File: config.mk
export PLATFORM = sky130hd
export DESIGN_NAME = adsi_top
export DESIGN_NICKNAME = d
export VERILOG_FILES = /design/src/adsi_pkg.sv /design/src/adsi_sel_if.sv /design/src/adsi_top.sv /design/src/adsi_line_sel.sv
export SDC_FILE = /design/constraint.sdc
export NUM_CORES = 1
export LEC_CHECK = 0
export BUFFER_PORTS_ARGS = -buffer_cell sky130_fd_sc_hd__buf_2
export CORE_MARGIN = 2
export CORE_UTILIZATION = 50
export DETAILED_ROUTE_END_ITERATION = 8
export PLACE_DENSITY_LB_ADDON = 0.2
export SYNTH_ARGS = -nofsm -noshare
export SYNTH_HDL_FRONTEND = slang
export SYNTH_SLANG_ARGS = --single-unit
File: constraint.sdc
create_clock -name clk -period 10.1 [get_ports clk]
set_input_delay 0.505 -clock clk [delete_from_list [all_inputs] [get_ports clk]]
set_output_delay 0.505 -clock clk [all_outputs]
set_load 0.005 [all_outputs]
File: src/adsi_pkg.sv
// Purpose: Shared constants for the axis drive signal and inhibit I/O block
// Assumes: 32-bit AXI4-Lite register bus, eight axes
// Notes: Offsets are byte addresses
`default_nettype none
package adsi_pkg;
    localparam int ADSI_NAXES = 8;
    localparam int ADSI_PORT_BITS = 8;
    localparam int ADSI_NPORTS = 8;
    // Port selector codes
    localparam logic [3:0] ADSI_PORT_FIRST = 4'h1;
    localparam logic [3:0] ADSI_PORT_LAST = 4'h8;
    localparam logic [3:0] ADSI_PORT_CAPTURE = 4'ha;
    // Register offsets
    localparam logic [7:0] ADSI_REG_INHIBIT_EN = 8'h00;
    localparam logic [7:0] ADSI_REG_INHIBIT_POL = 8'h04;
    localparam logic [7:0] ADSI_REG_INHIBIT_DIRECT = 8'h08;
    localparam logic [7:0] ADSI_REG_KILL_SET = 8'h0c;
    localparam logic [7:0] ADSI_REG_AXIS_STATE = 8'h10;
    localparam logic [7:0] ADSI_REG_IRQ_STATUS = 8'h14;
    localparam logic [7:0] ADSI_REG_IRQ_CLEAR = 8'h18;
    localparam logic [7:0] ADSI_REG_IRQ_ENABLE = 8'h1c;
    localparam logic [7:0] ADSI_REG_INPOS_BASE = 8'h20;
    localparam logic [7:0] ADSI_REG_FAULT_BASE = 8'h40;
    // Drive signal config word fields
    localparam int ADSI_CFG_BIT_LSB = 0;
    localparam int ADSI_CFG_PORT_LSB = 4;
    localparam int ADSI_CFG_EN_BIT = 8;
    localparam logic [31:0] ADSI_RESET_ZERO = 32'h0000_0000;
    localparam logic [1:0] ADSI_RESP_OKAY = 2'h0;
    localparam logic [1:0] ADSI_RESP_SLVERR = 2'h2;
endpackage : adsi_pkg
`default_nettype wire

File: src/adsi_sel_if.sv
// Purpose: Carries one drive signal selection between top and selector
// Assumes: Single clock domain
// Notes: Selector is purely combinational
`timescale 1ns/10ps
`default_nettype none
interface adsi_sel_if;
    logic [3:0] port_sel;
    logic [2:0] bit_sel;
    logic enabled;
    logic line;
    logic active;
    modport ctrl (output port_sel, output bit_sel, output enabled, input active);
    modport sel (input port_sel, input bit_sel, input enabled, output line, output active);
endinterface : adsi_sel_if
`default_nettype wire

File: src/adsi_top.sv
// Purpose: Per-axis drive feedback inputs and inhibit outputs
// Assumes: AXI4-Lite slave, 25 MHz clk, inputs synchronous to clk
// Notes: Local design decisions are noted below
//
// The address map and the AXI4-Lite register port were decided locally.
`timescale 1ns/10ps
`default_nettype none
module adsi_top
    import adsi_pkg::*;
#(
    parameter int NAXES = ADSI_NAXES
) (
    // Clock, reset, enable
    input wire logic clk,
    input wire logic rst,
    input wire logic ce,
    // AXI4-Lite write address
    input wire logic [7:0] s_axi_awaddr,
    input wire logic s_axi_awvalid,
    output logic s_axi_awready,
    // AXI4-Lite write data
    input wire logic [31:0] s_axi_wdata,
    input wire logic [3:0] s_axi_wstrb,
    input wire logic s_axi_wvalid,
    output logic s_axi_wready,
    // AXI4-Lite write response
    output logic [1:0] s_axi_bresp,
    output logic s_axi_bvalid,
    input wire logic s_axi_bready,
    // AXI4-Lite read address
    input wire logic [7:0] s_axi_araddr,
    input wire logic s_axi_arvalid,
    output logic s_axi_arready,
    // AXI4-Lite read data
    output logic [31:0] s_axi_rdata,
    output logic [1:0] s_axi_rresp,
    output logic s_axi_rvalid,
    input wire logic s_axi_rready,
    // Drive side inputs
    input wire logic [ADSI_NPORTS*ADSI_PORT_BITS-1:0] gpio_in,
    input wire logic [ADSI_PORT_BITS-1:0] high_speed_capture_port,
    // Trajectory side
    input wire logic [NAXES-1:0] traj_done,
    // Outputs
    output logic [NAXES-1:0] inhibit_pin,
    output logic [NAXES-1:0] move_complete,
    output logic [NAXES-1:0] loop_enable,
    output logic [NAXES-1:0] dac_zero,
    output logic irq
);
    // Axis count must fit the three-bit axis index
    if (NAXES < 1 || NAXES > ADSI_NAXES) begin : g_bad_naxes
        $error("NAXES out of range");
    end

    // Configuration and state
    logic [NAXES-1:0] inhibit_en;
    logic [NAXES-1:0] inhibit_pol;
    logic [NAXES-1:0] inhibit_direct_value;
    logic [NAXES-1:0] killed;
    logic [NAXES-1:0] irq_status;
    logic [NAXES-1:0] irq_enable;
    logic [8:0] inpos_cfg [NAXES];
    logic [8:0] fault_cfg [NAXES];
    logic [NAXES-1:0] inpos_act;
    logic [NAXES-1:0] fault_act;
    logic [NAXES-1:0] kill_sw;
    logic [NAXES-1:0] fault_q;

    // Write channel holding
    logic aw_held;
    logic w_held;
    logic [7:0] aw_addr;
    logic [31:0] w_data;
    logic [3:0] w_strb;
    logic do_write;
    logic [4:0] w_idx;
    assign do_write = aw_held && w_held && !s_axi_bvalid;
    assign w_idx = aw_addr[6:2];

    // Address and data capture
    always_ff @(posedge clk or posedge rst) begin
        if (rst) begin
            aw_held <= 1'b0;
            w_held <= 1'b0;
            aw_addr <= 8'h00;
            w_data <= ADSI_RESET_ZERO;
            w_strb <= 4'h0;
            s_axi_awready <= 1'b0;
            s_axi_wready <= 1'b0;
        end else if (ce) begin
            s_axi_awready <= 1'b0;
            s_axi_wready <= 1'b0;
            if (s_axi_awvalid && !aw_held && !s_axi_awready) begin
                aw_held <= 1'b1;
                aw_addr <= s_axi_awaddr;
                s_axi_awready <= 1'b1;
            end else if (do_write) begin
                aw_held <= 1'b0;
            end
            if (s_axi_wvalid && !w_held && !s_axi_wready) begin
                w_held <= 1'b1;
                w_data <= s_axi_wdata;
                w_strb <= s_axi_wstrb;
                s_axi_wready <= 1'b1;
            end else if (do_write) begin
                w_held <= 1'b0;
            end
        end
    end

    // Write response
    always_ff @(posedge clk or posedge rst) begin
        if (rst) begin
            s_axi_bvalid <= 1'b0;
            s_axi_bresp <= ADSI_RESP_OKAY;
        end else if (ce) begin
            if (do_write) begin
                s_axi_bvalid <= 1'b1;
                s_axi_bresp <= (aw_addr >= ADSI_REG_INPOS_BASE && w_idx[2:0] >= NAXES) ||
                               aw_addr[7] ? ADSI_RESP_SLVERR : ADSI_RESP_OKAY;
            end else if (s_axi_bready) begin
                s_axi_bvalid <= 1'b0;
            end
        end
    end

    // Configuration registers, low byte lane holds port and bit fields, byte lane 1 the enable bit
    always_ff @(posedge clk or posedge rst) begin
        if (rst) begin
            inhibit_en <= '0;
            inhibit_pol <= '0;
            inhibit_direct_value <= '0;
            irq_enable <= '0;
            for (int i = 0; i < NAXES; i++) begin
                inpos_cfg[i] <= 9'h000;
                fault_cfg[i] <= 9'h000;
            end
        end else if (ce && do_write) begin
            if (w_strb[0]) begin
                unique case (aw_addr)
                    ADSI_REG_INHIBIT_EN: inhibit_en <= w_data[NAXES-1:0];
                    ADSI_REG_INHIBIT_POL: inhibit_pol <= w_data[NAXES-1:0];
                    ADSI_REG_INHIBIT_DIRECT: inhibit_direct_value <= w_data[NAXES-1:0];
                    ADSI_REG_IRQ_ENABLE: irq_enable <= w_data[NAXES-1:0];
                    default: begin
                        if (aw_addr[7:5] == ADSI_REG_INPOS_BASE[7:5] && w_idx[2:0] < NAXES) begin
                            inpos_cfg[w_idx[2:0]][7:0] <= w_data[7:0];
                        end
                        if (aw_addr[7:5] == ADSI_REG_FAULT_BASE[7:5] && w_idx[2:0] < NAXES) begin
                            fault_cfg[w_idx[2:0]][7:0] <= w_data[7:0];
                        end
                    end
                endcase
            end
            if (w_strb[1]) begin
                if (aw_addr[7:5] == ADSI_REG_INPOS_BASE[7:5] && w_idx[2:0] < NAXES) begin
                    inpos_cfg[w_idx[2:0]][ADSI_CFG_EN_BIT] <= w_data[ADSI_CFG_EN_BIT];
                end
                if (aw_addr[7:5] == ADSI_REG_FAULT_BASE[7:5] && w_idx[2:0] < NAXES) begin
                    fault_cfg[w_idx[2:0]][ADSI_CFG_EN_BIT] <= w_data[ADSI_CFG_EN_BIT];
                end
            end
        end
    end

    // Software kill and revive strobes
    always_comb begin
        kill_sw = '0;
        if (do_write && w_strb[0] && aw_addr == ADSI_REG_KILL_SET) begin
            kill_sw = w_data[NAXES-1:0];
        end
    end

    // Per-axis line selectors
    genvar g;
    generate
        for (g = 0; g < NAXES; g++) begin : g_axis
            adsi_sel_if ip_if();
            adsi_sel_if ft_if();
            assign ip_if.port_sel = inpos_cfg[g][ADSI_CFG_PORT_LSB +: 4];
            assign ip_if.bit_sel = inpos_cfg[g][ADSI_CFG_BIT_LSB +: 3];
            assign ip_if.enabled = inpos_cfg[g][ADSI_CFG_EN_BIT];
            assign ft_if.port_sel = fault_cfg[g][ADSI_CFG_PORT_LSB +: 4];
            assign ft_if.bit_sel = fault_cfg[g][ADSI_CFG_BIT_LSB +: 3];
            assign ft_if.enabled = fault_cfg[g][ADSI_CFG_EN_BIT];
            adsi_line_sel u_ip (
                .gpio_in(gpio_in),
                .high_speed_capture_port(high_speed_capture_port),
                .s(ip_if.sel)
            );
            adsi_line_sel u_ft (
                .gpio_in(gpio_in),
                .high_speed_capture_port(high_speed_capture_port),
                .s(ft_if.sel)
            );
            assign inpos_act[g] = ip_if.active;
            assign fault_act[g] = ft_if.active;
            // Per-axis fault kill and capture mapping checks
            AST_FAULT_KILLS: assert property (@(posedge clk) disable iff (rst)
                ce && fault_act[g] |=> killed[g]) else $error("fault did not kill axis");
            AST_CAPTURE_MAP: assert property (@(posedge clk) disable iff (rst)
                fault_cfg[g][ADSI_CFG_EN_BIT] && fault_cfg[g][ADSI_CFG_PORT_LSB +: 4] == ADSI_PORT_CAPTURE
                |-> fault_act[g] == high_speed_capture_port[fault_cfg[g][ADSI_CFG_BIT_LSB +: 3]])
                else $error("capture port mapping wrong");
        end
    endgenerate

    // Axis kill state: fault kills, software write 1 kills, 0 revives
    always_ff @(posedge clk or posedge rst) begin
        if (rst) begin
            killed <= '0;
            fault_q <= '0;
        end else if (ce) begin
            fault_q <= fault_act;
            if (do_write && w_strb[0] && aw_addr == ADSI_REG_KILL_SET) begin
                killed <= kill_sw | fault_act;
            end else begin
                killed <= killed | fault_act;
            end
        end
    end

    // Kill consequences, immediate with no ramp
    always_ff @(posedge clk or posedge rst) begin
        if (rst) begin
            loop_enable <= '0;
            dac_zero <= '1;
        end else if (ce) begin
            loop_enable <= ~killed;
            dac_zero <= killed;
        end
    end

    // Move complete gated by in-position
    always_ff @(posedge clk or posedge rst) begin
        if (rst) begin
            move_complete <= '0;
        end else if (ce) begin
            for (int i = 0; i < NAXES; i++) begin
                move_complete[i] <= traj_done[i] && (!inpos_cfg[i][ADSI_CFG_EN_BIT] || inpos_act[i]);
            end
        end
    end

    // Inhibit pins: linked or direct, then polarity (pol=1 active high)
    always_ff @(posedge clk or posedge rst) begin
        if (rst) begin
            inhibit_pin <= '0;
        end else if (ce) begin
            for (int i = 0; i < NAXES; i++) begin
                inhibit_pin[i] <= (inhibit_en[i] ? killed[i] : inhibit_direct_value[i])
                                  ~^ inhibit_pol[i];
            end
        end
    end

    // Sticky fault events, set wins over clear
    always_ff @(posedge clk or posedge rst) begin
        if (rst) begin
            irq_status <= '0;
            irq <= 1'b0;
        end else if (ce) begin
            if (do_write && w_strb[0] && aw_addr == ADSI_REG_IRQ_CLEAR) begin
                irq_status <= (irq_status & ~w_data[NAXES-1:0]) | (fault_act & ~fault_q);
            end else begin
                irq_status <= irq_status | (fault_act & ~fault_q);
            end
            irq <= |(irq_status & irq_enable);
        end
    end

    // Read channel
    logic [31:0] rd_word;
    logic rd_bad;
    logic [4:0] r_idx;
    assign r_idx = s_axi_araddr[6:2];
    always_comb begin
        rd_word = ADSI_RESET_ZERO;
        rd_bad = 1'b0;
        unique case (s_axi_araddr)
            ADSI_REG_INHIBIT_EN: rd_word[NAXES-1:0] = inhibit_en;
            ADSI_REG_INHIBIT_POL: rd_word[NAXES-1:0] = inhibit_pol;
            ADSI_REG_INHIBIT_DIRECT: rd_word[NAXES-1:0] = inhibit_direct_value;
            ADSI_REG_KILL_SET: rd_word[NAXES-1:0] = killed;
            ADSI_REG_AXIS_STATE: rd_word = {16'h0000, 8'(move_complete), 8'(killed)};
            ADSI_REG_IRQ_STATUS: rd_word[NAXES-1:0] = irq_status;
            ADSI_REG_IRQ_CLEAR: rd_word = ADSI_RESET_ZERO;
            ADSI_REG_IRQ_ENABLE: rd_word[NAXES-1:0] = irq_enable;
            default: begin
                if (s_axi_araddr[7:5] == ADSI_REG_INPOS_BASE[7:5] && r_idx[2:0] < NAXES) begin
                    rd_word[8:0] = inpos_cfg[r_idx[2:0]];
                    rd_word[16] = inpos_act[r_idx[2:0]];
                end else if (s_axi_araddr[7:5] == ADSI_REG_FAULT_BASE[7:5] && r_idx[2:0] < NAXES) begin
                    rd_word[8:0] = fault_cfg[r_idx[2:0]];
                    rd_word[16] = fault_act[r_idx[2:0]];
                end else begin
                    rd_bad = 1'b1;
                end
            end
        endcase
    end

    // Read response register
    always_ff @(posedge clk or posedge rst) begin
        if (rst) begin
            s_axi_arready <= 1'b0;
            s_axi_rvalid <= 1'b0;
            s_axi_rdata <= ADSI_RESET_ZERO;
            s_axi_rresp <= ADSI_RESP_OKAY;
        end else if (ce) begin
            s_axi_arready <= 1'b0;
            if (s_axi_arvalid && !s_axi_rvalid && !s_axi_arready) begin
                s_axi_arready <= 1'b1;
                s_axi_rvalid <= 1'b1;
                s_axi_rdata <= rd_word;
                s_axi_rresp <= rd_bad ? ADSI_RESP_SLVERR : ADSI_RESP_OKAY;
            end else if (s_axi_rready && s_axi_rvalid) begin
                s_axi_rvalid <= 1'b0;
            end
        end
    end

    // Checks
    AST_KILL_LOOP: assert property (@(posedge clk) disable iff (rst)
        ce && killed[0] |=> !loop_enable[0] && dac_zero[0]) else $error("kill left loop on");
    AST_INH_ON: assert property (@(posedge clk) disable iff (rst)
        ce && inhibit_en[0] && killed[0] |=> inhibit_pin[0] == $past(inhibit_pol[0]))
        else $error("inhibit not on for killed axis");
    AST_INH_OFF: assert property (@(posedge clk) disable iff (rst)
        ce && inhibit_en[0] && !killed[0] |=> inhibit_pin[0] != $past(inhibit_pol[0]))
        else $error("inhibit not off for active axis");
    AST_INH_DIRECT: assert property (@(posedge clk) disable iff (rst)
        ce && !inhibit_en[1] |=> inhibit_pin[1] == ($past(inhibit_direct_value[1]) ~^ $past(inhibit_pol[1])))
        else $error("direct inhibit wrong");
    AST_POLARITY: assert property (@(posedge clk) disable iff (rst)
        ce && $stable(inhibit_en) && $stable(killed) && $stable(inhibit_direct_value) && $changed(inhibit_pol)
        |=> inhibit_pin != $past(inhibit_pin)) else $error("polarity change ignored");
    AST_INPOS_GATE: assert property (@(posedge clk) disable iff (rst)
        ce && inpos_cfg[0][ADSI_CFG_EN_BIT] && !inpos_act[0] |=> !move_complete[0])
        else $error("move complete without in-position");
    AST_RESET_STATE: assert property (@(posedge clk)
        $fell(rst) |-> inhibit_en == '0 && inhibit_direct_value == '0 && !inpos_cfg[0][ADSI_CFG_EN_BIT])
        else $error("reset state wrong");
endmodule : adsi_top
`default_nettype wire

File: src/adsi_line_sel.sv
// Purpose: Picks one reserved drive feedback line from the I/O ports
// Assumes: Inputs synchronous to clk, already in active-high sense
// Notes: Illegal selectors yield an inactive line
`timescale 1ns/10ps
`default_nettype none
module adsi_line_sel
    import adsi_pkg::*;
(
    // Port inputs
    input wire logic [ADSI_NPORTS*ADSI_PORT_BITS-1:0] gpio_in,
    input wire logic [ADSI_PORT_BITS-1:0] high_speed_capture_port,
    // Selection
    adsi_sel_if.sel s
);
    logic [ADSI_PORT_BITS-1:0] port_word;
    logic [3:0] gp_index;
    // Port word by selector
    always_comb begin
        port_word = '0;
        gp_index = s.port_sel - ADSI_PORT_FIRST;
        if (s.port_sel >= ADSI_PORT_FIRST && s.port_sel <= ADSI_PORT_LAST) begin
            port_word = gpio_in[gp_index[2:0]*ADSI_PORT_BITS +: ADSI_PORT_BITS];
        end else if (s.port_sel == ADSI_PORT_CAPTURE) begin
            port_word = high_speed_capture_port;
        end
    end
    // Bit pick and gating
    assign s.line = port_word[s.bit_sel];
    assign s.active = s.enabled & s.line;
endmodule : adsi_line_sel
`default_nettype wire

Yosys cells after proc, flatten, opt, wreduce, memory -nomap -nowiden
Cells that the tools add are included.
{"block": "classes", "addsub": 16, "order_cmp": 52, "eq_ne": 32, "shifts": 16, "mux": 128, "bitwise": 36, "n_reduce_logical": 84}
{"op": "$shiftx 64x7->8", "count": 16}
{"op": "$mux 72", "count": 12}
{"op": "$bwmux 72", "count": 4}
{"op": "$mux 8", "count": 36}
{"op": "$lt 3x4->1 const B", "count": 17}
{"op": "$eq 4x4->1 const B", "count": 16}
{"op": "$ge 4x1->1 const B", "count": 16}
{"op": "$le 4x4->1 const B", "count": 16}
{"op": "$mux 9", "count": 7}
{"op": "$pmux 8 s7", "count": 1}
{"op": "$bmux 1 s3", "count": 18}
{"op": "$bmux 9 s3", "count": 2}
{"op": "$demux 9 s3", "count": 2}
{"op": "$eq 8x5->1 const B", "count": 6}
{"op": "$sub 3x1->3 const B", "count": 16}
{"op": "$mux 1", "count": 42}
{"op": "$logic_and 1x1->1", "count": 38}
{"op": "$eq 8x4->1 const B", "count": 4}
{"op": "$or 8x8->8", "count": 4}
{"op": "$and 8x8->8", "count": 3}
{"op": "$not 8->8", "count": 3}
{"op": "$and 1x1->1", "count": 16}
{"op": "$eq 8x3->1 const B", "count": 2}
{"op": "$logic_not 8->1", "count": 2}
{"op": "18 further kinds", "count": 65}
{"block": "totals", "regBits": 280, "input_bits": 140, "output_inout_bits": 74, "wordCells": 405}

Depth between registers and ports, before layout
{"block": "logic_depth", "depth_word": 13, "ltp_mapped": 15, "ltp_nobuf": 12}

By module
Synthesis repeated with hierarchy kept, for this count alone.
{"block": "hier_totals", "hier_cells": 2545, "hier_area_um2": 26419.1}
{"module": "adsi_top", "instances": 1, "cells_each": 961, "area_per_inst_um2": 12812.3, "seq_area_each_um2": 6966.7}
{"module": "adsi_line_sel (g_axis[0].u_ft ...)", "instances": 11, "cells_each": 99, "area_per_inst_um2": 857.1, "seq_area_each_um2": 0.0}
{"module": "adsi_line_sel (g_axis[5].u_ip ...)", "instances": 5, "cells_each": 99, "area_per_inst_um2": 835.8, "seq_area_each_um2": 0.0}

Worst setup path before layout
No wires, ideal clock.
{"block": "synth_path", "kind": "flip-flop to flip-flop", "from": "register fault_cfg[49] (netlist bit)", "to": "register s_axi_rdata[16]", "setup_ns": 0.132, "t_arrival_ns": 3.760, "required_time_ns": 9.968, "slack_ns": 6.208, "path_stages_with_launch": 15, "path_buffers": 3, "synth_period_minus_slack_ns": 3.892, "path_cell_list": "dfrtp_1 -> clkbuf_1 -> clkbuf_1 -> inv_1 -> ha_1 -> xor2_1 -> buf_4 -> mux2_2 -> o311ai_0 -> o21ai_0 -> nor3_1 -> o32ai_1 -> a221oi_1 -> a211o_1 -> o211ai_1"}
{"block": "synth_via", "elab_chain_cells": 11, "elab_cells_between_ends": 16, "cone_classes": "1 x add/sub; 2 x order compare; 1 x eq/ne; 1 x shift; 9 x mux; 1 x bitwise; 1 x reduce/logical"}
{"item": "start, declared", "line": "adsi_top.sv:64", "source": "logic [8:0] fault_cfg [NAXES];"}
{"item": "start signal, assigned by index", "line": "adsi_top.sv:151", "source": "fault_cfg[w_idx[2:0]][7:0] <= w_data[7:0];"}
{"item": "start signal, assigned by index", "line": "adsi_top.sv:161", "source": "fault_cfg[w_idx[2:0]][ADSI_CFG_EN_BIT] <= w_data[ADSI_CFG_EN_BIT];"}
{"item": "$sub 3x1->3 (tied with other cells)", "line": "adsi_line_sel.sv:20", "source": "gp_index = s.port_sel - ADSI_PORT_FIRST;"}
{"item": "$shiftx 64x7->8 (tied with other cells)", "line": "adsi_line_sel.sv:22", "source": "port_word = gpio_in[gp_index[2:0]*ADSI_PORT_BITS +: ADSI_PORT_BITS];"}
{"item": "$mux 8 (*)", "line": "adsi_line_sel.sv:21", "source": "if (s.port_sel >= ADSI_PORT_FIRST && s.port_sel <= ADSI_PORT_LAST) begin"}
{"item": "$bmux 1 s3 (*)", "line": "adsi_line_sel.sv:28", "source": "assign s.line = port_word[s.bit_sel];"}
{"item": "$mux 1 (implied by the code) (*)", "line": "adsi_line_sel.sv:28"}
{"item": "$and 1x1->1 (*)", "line": "adsi_line_sel.sv:29", "source": "assign s.active = s.enabled & s.line;"}
{"item": "$bmux 1 s3 (*)", "line": "adsi_top.sv:296", "source": "rd_word[16] = fault_act[r_idx[2:0]];"}
{"item": "$mux 1 (implied by the code) (*)", "line": "adsi_top.sv:296"}
{"item": "$mux 1 (*)", "line": "adsi_top.sv:294", "source": "end else if (s_axi_araddr[7:5] == ADSI_REG_FAULT_BASE[7:5] && r_idx[2:0] < NAXES) begin"}
{"item": "$mux 1 (*)", "line": "adsi_top.sv:291", "source": "if (s_axi_araddr[7:5] == ADSI_REG_INPOS_BASE[7:5] && r_idx[2:0] < NAXES) begin"}
{"item": "$mux 1 (*)", "line": "adsi_top.sv:281", "source": "unique case (s_axi_araddr)"}
{"item": "end signal, assigned", "line": "adsi_top.sv:316", "source": "s_axi_rdata <= rd_word;"}
{"item": "end, declared", "line": "adsi_top.sv:35", "source": "output logic [31:0] s_axi_rdata,"}
Every way passes the cells marked *; elsewhere a longest branch is shown, timed or not. The select of a mux whose other input is x is not followed.
A chain may end at the register's enable or synchronous reset.

Worst setup path in the final report
{"block": "layout_path", "from": "register fault_cfg[4] (netlist bit)", "to": "register s_axi_rdata[16]"}
The elaborated chain is that of the path after synthesis.

==> qor.yml <==
run_status:
  outcome: "finished, final reports clean"
timing:
  setup_violations: 0
  fmax_mhz: 196
  min_period_over_period_pct: 50.4
  relSlewSlack_pct: 20.9
  holdWs_ns: 0.142
  drv_slew: 0
  fin_worst_skew_ns: 0.0212
  tns_ns: 0
  tightest_slew_ns: 1.18
  hold_viol: 0
  rsz0062_at_grt: "no"
  min_period_ns: 5.09
  setup_ws_ns: 5.01
finish:
  multi_input_comb_area_um2: 16300
  utilization_pct: 54.8
  seq_area_um2: 6970
  final_cell_mix: "274 x mux4_2, 270 x dfrtp_1, 210 x mux2_2, 171 x buf_2, 166 x nand2_1"
  drive_gt1_share_pct: 34.8
  nFillCells: 4107
  final_net_count: 2376
  mostFrequentLayoutCell: "mux4_2"
  syn2layout_area_growth_pct: 8.80
worst_setup_path:
  startpoint_type: "register"
  required_ns: 10.57
  r2r_start: "fault_cfg[4]"
  startpoint: "fault_cfg[4]"
  path_max_fanout: 21
  cp-end-kind: "register"
  critical_path_class: "reg2reg"
  cp.arrival_ns: 5.56
power:
  pwr-share-clk_pct: 23.8
  power.share.sequential_pct: 31.0
  intPower_uw: 3360
  power_leakage_uw: 0.0109
  p_sw_uw: 2230
  combPwrFrac_pct: 45.2
  swShare_pct: 39.9
  powerDensity_nw_per_um2: 209
  ir_drop_uv: 126
global_routing:
  grt_pass1_vias: 20533
  grt_max_degree: 166
  grt_pass1_wl_mm: 133
  gr-usage-all-layers_pct: 35.9
  antenna_found_initial: 1
  grt-ovfl-total: 0
clock_network:
  clockBufferDepth: 3
  cts_tree: "yes"
  postCtsSetupRepairBufs: 0
  postCtsHoldBufs: 0
  clock_sinks: 278
  htree_levels: 2
  clk_pin_slew_ns: 0.06
  cts_made_buffers: 34
  clock_latency_ns: 0.56
  ctsResizeCount: 0
  cts-root-buf: "clkbuf_16"
routing:
  wl_per_cell_um: 31.9
  via_per_inst: 7.34
  drc_errors: 0
  vias: 21010
  drt-total-wl_mm: 91.3
  dr.pass1.iters: 7
  drtIter0Drc: 3235
  ant_nets: 0
floorplanning:
  coreArea_um2: 48700
  die_h_um: 226
  initial_core_util_pct: 50.4
  io_pins: 214
  num_rows: 81
  die_area_um2: 50900
  die_w_um: 226
synth:
  syn_avg_cell_area_um2: 11.3
  ys_ff_latch: 278
  async_reset_ff_share_pct: 100
  synth_warnings: 0
  ys_seq_area_share_pct: 28.4
  synth_edf_count: 0
  netlist_area_um2: 24600
  synth_cell_types: 81
  postSynthCellCount: 2172
  synth_flop_cell: "dfrtp_1"
worst_hold_path:
  hold_class: "in2async"
placement:
  gp_congestion: 0.983
  io_buffers: 171
  pre_cts_slack_ns: 5.15
  detailed_place_hpwl_mm: 58.5
job:
  cap_viol_max_count: 0
cell type report:
class | count | area share [%]
Multi-Input combinational cell | 1581 | 61.1
Clock buffer | 46 | 3.65
Sequential cell | 278 | 26.1
Inverter | 80 | 1.15
Timing Repair Buffer | 197 | 3.98
Antenna cell | 3 | 0.0281
Tap cell | 664 | 3.11
Clock inverter | 13 | 0.927
layer usage:
| layer | track usage [%] | up-vias | wire length, um |
|---|---|---|---|
| met4 | 19.7 | 0 | 5870 |
| li1 | - | 8399 | - |
| met3 | 12.3 | 424 | 14000 |
| met1 | 46.3 | 10394 | 32300 |
| met5 | 0.293 | - | 0 |
| met2 | 53.2 | 1793 | 39200 |
cells in the mapped netlist (11+ instances only):
cell / number / area (um^2)
mux4_2: 274 / 6170
dfrtp_1: 270 / 6760
mux2_2: 210 / 2360
clkbuf_1: 177 / 664
nand2_1: 166 / 623
mux2i_1: 130 / 1300
o21ai_0: 114 / 571
nor2_1: 100 / 375
inv_1: 78 / 293
ha_1: 64 / 801
a21oi_1: 55 / 275
nand3_1: 53 / 265
buf_1: 27 / 101
a31oi_1: 24 / 150
buf_2: 22 / 110
buf_4: 20 / 150
o211ai_1: 19 / 143
mux4_1: 18 / 473
nor3b_1: 18 / 135
nand4_1: 17 / 106
nor2b_1: 16 / 100
a221oi_1: 15 / 131
nand3b_1: 15 / 113
o22ai_1: 14 / 87.6
xor2_1: 13 / 114
a22oi_1: 11 / 82.6
o2111ai_1: 11 / 96.3
state kept, by name (all words and copies together) (netlist names), 9 cells and up:
| signal | count |
|---|---|
| w_data | 9 |
| g_axis.ip_if.port_sel | 32 |
| fault_cfg | 72 |
| s_axi_rdata | 17 |
| g_axis.ip_if.bit_sel | 24 |
critical path, cell delays in order, from the launching register on:
cell and delay [ns]:
dfrtp_1 0.99, inv_1 0.35, ha_1 0.92, mux2i_1 0.15, mux2_2 0.29, o21ai_0 0.23, nand4_1 0.12, a211o_1 0.34
a31oi_1 0.76, mux2_2 0.34, a221oi_2 0.07, a211o_1 0.34, o211ai_1 0.09
power groups by stage:
stage / registers (uW) / logic [uW] / clock network [uW]
5_1_grt: 1770 / 2660 / 1400
6_report: 1730 / 2530 / 1330
3_3_place_gp: 1730 / 2400 / 0
4_1_cts: 1720 / 2470 / 1350
2_1_floorplan: 1470 / 1990 / 0
3_5_place_dp: 1740 / 2460 / 0
metrics by stage:
stage / power (uW) / area, um^2 / cells
6_report: 5590 / 26700 / 2862
5_1_grt: 5830 / 26700 / 2860
4_1_cts: 5540 / 26700 / 2859
3_5_place_dp: 4200 / 25500 / 2800
3_3_place_gp: 4120 / 25500 / 2800
2_1_floorplan: 3460 / 24600 / 2188
cell families (layout without fill, tap and decap cells):
group / Yosys count / in the layout / share of synthesized area (%)
xor+xnor: 26 / 26 / 1.06
fa+ha+maj: 64 / 64 / 3.26
mux: 632 / 632 / 42.0
simple gates: 463 / 463 / 9.43
buf+inv: 329 / 336 / 5.54
flops: 278 / 278 / 28.4
compound gates: 379 / 379 / 10.4
other cells: 1 / 20 / 0.0153
final timing paths:
path	cells past startpoint	slack [ns]	end
setup reg to reg	12	5.01	s_axi_rdata[16]
max in group asynchronous	3	8.51	fault_cfg[24]
setup / recovery	12	5.01	s_axi_rdata[16]
hold reg to reg	1	0.45	irq_status[1]
hold / removal	2	0.14	inpos_cfg[66]
min in group clk	2	0.18	w_data[3]
Note: power is estimated with default switching activity, not from simulation.
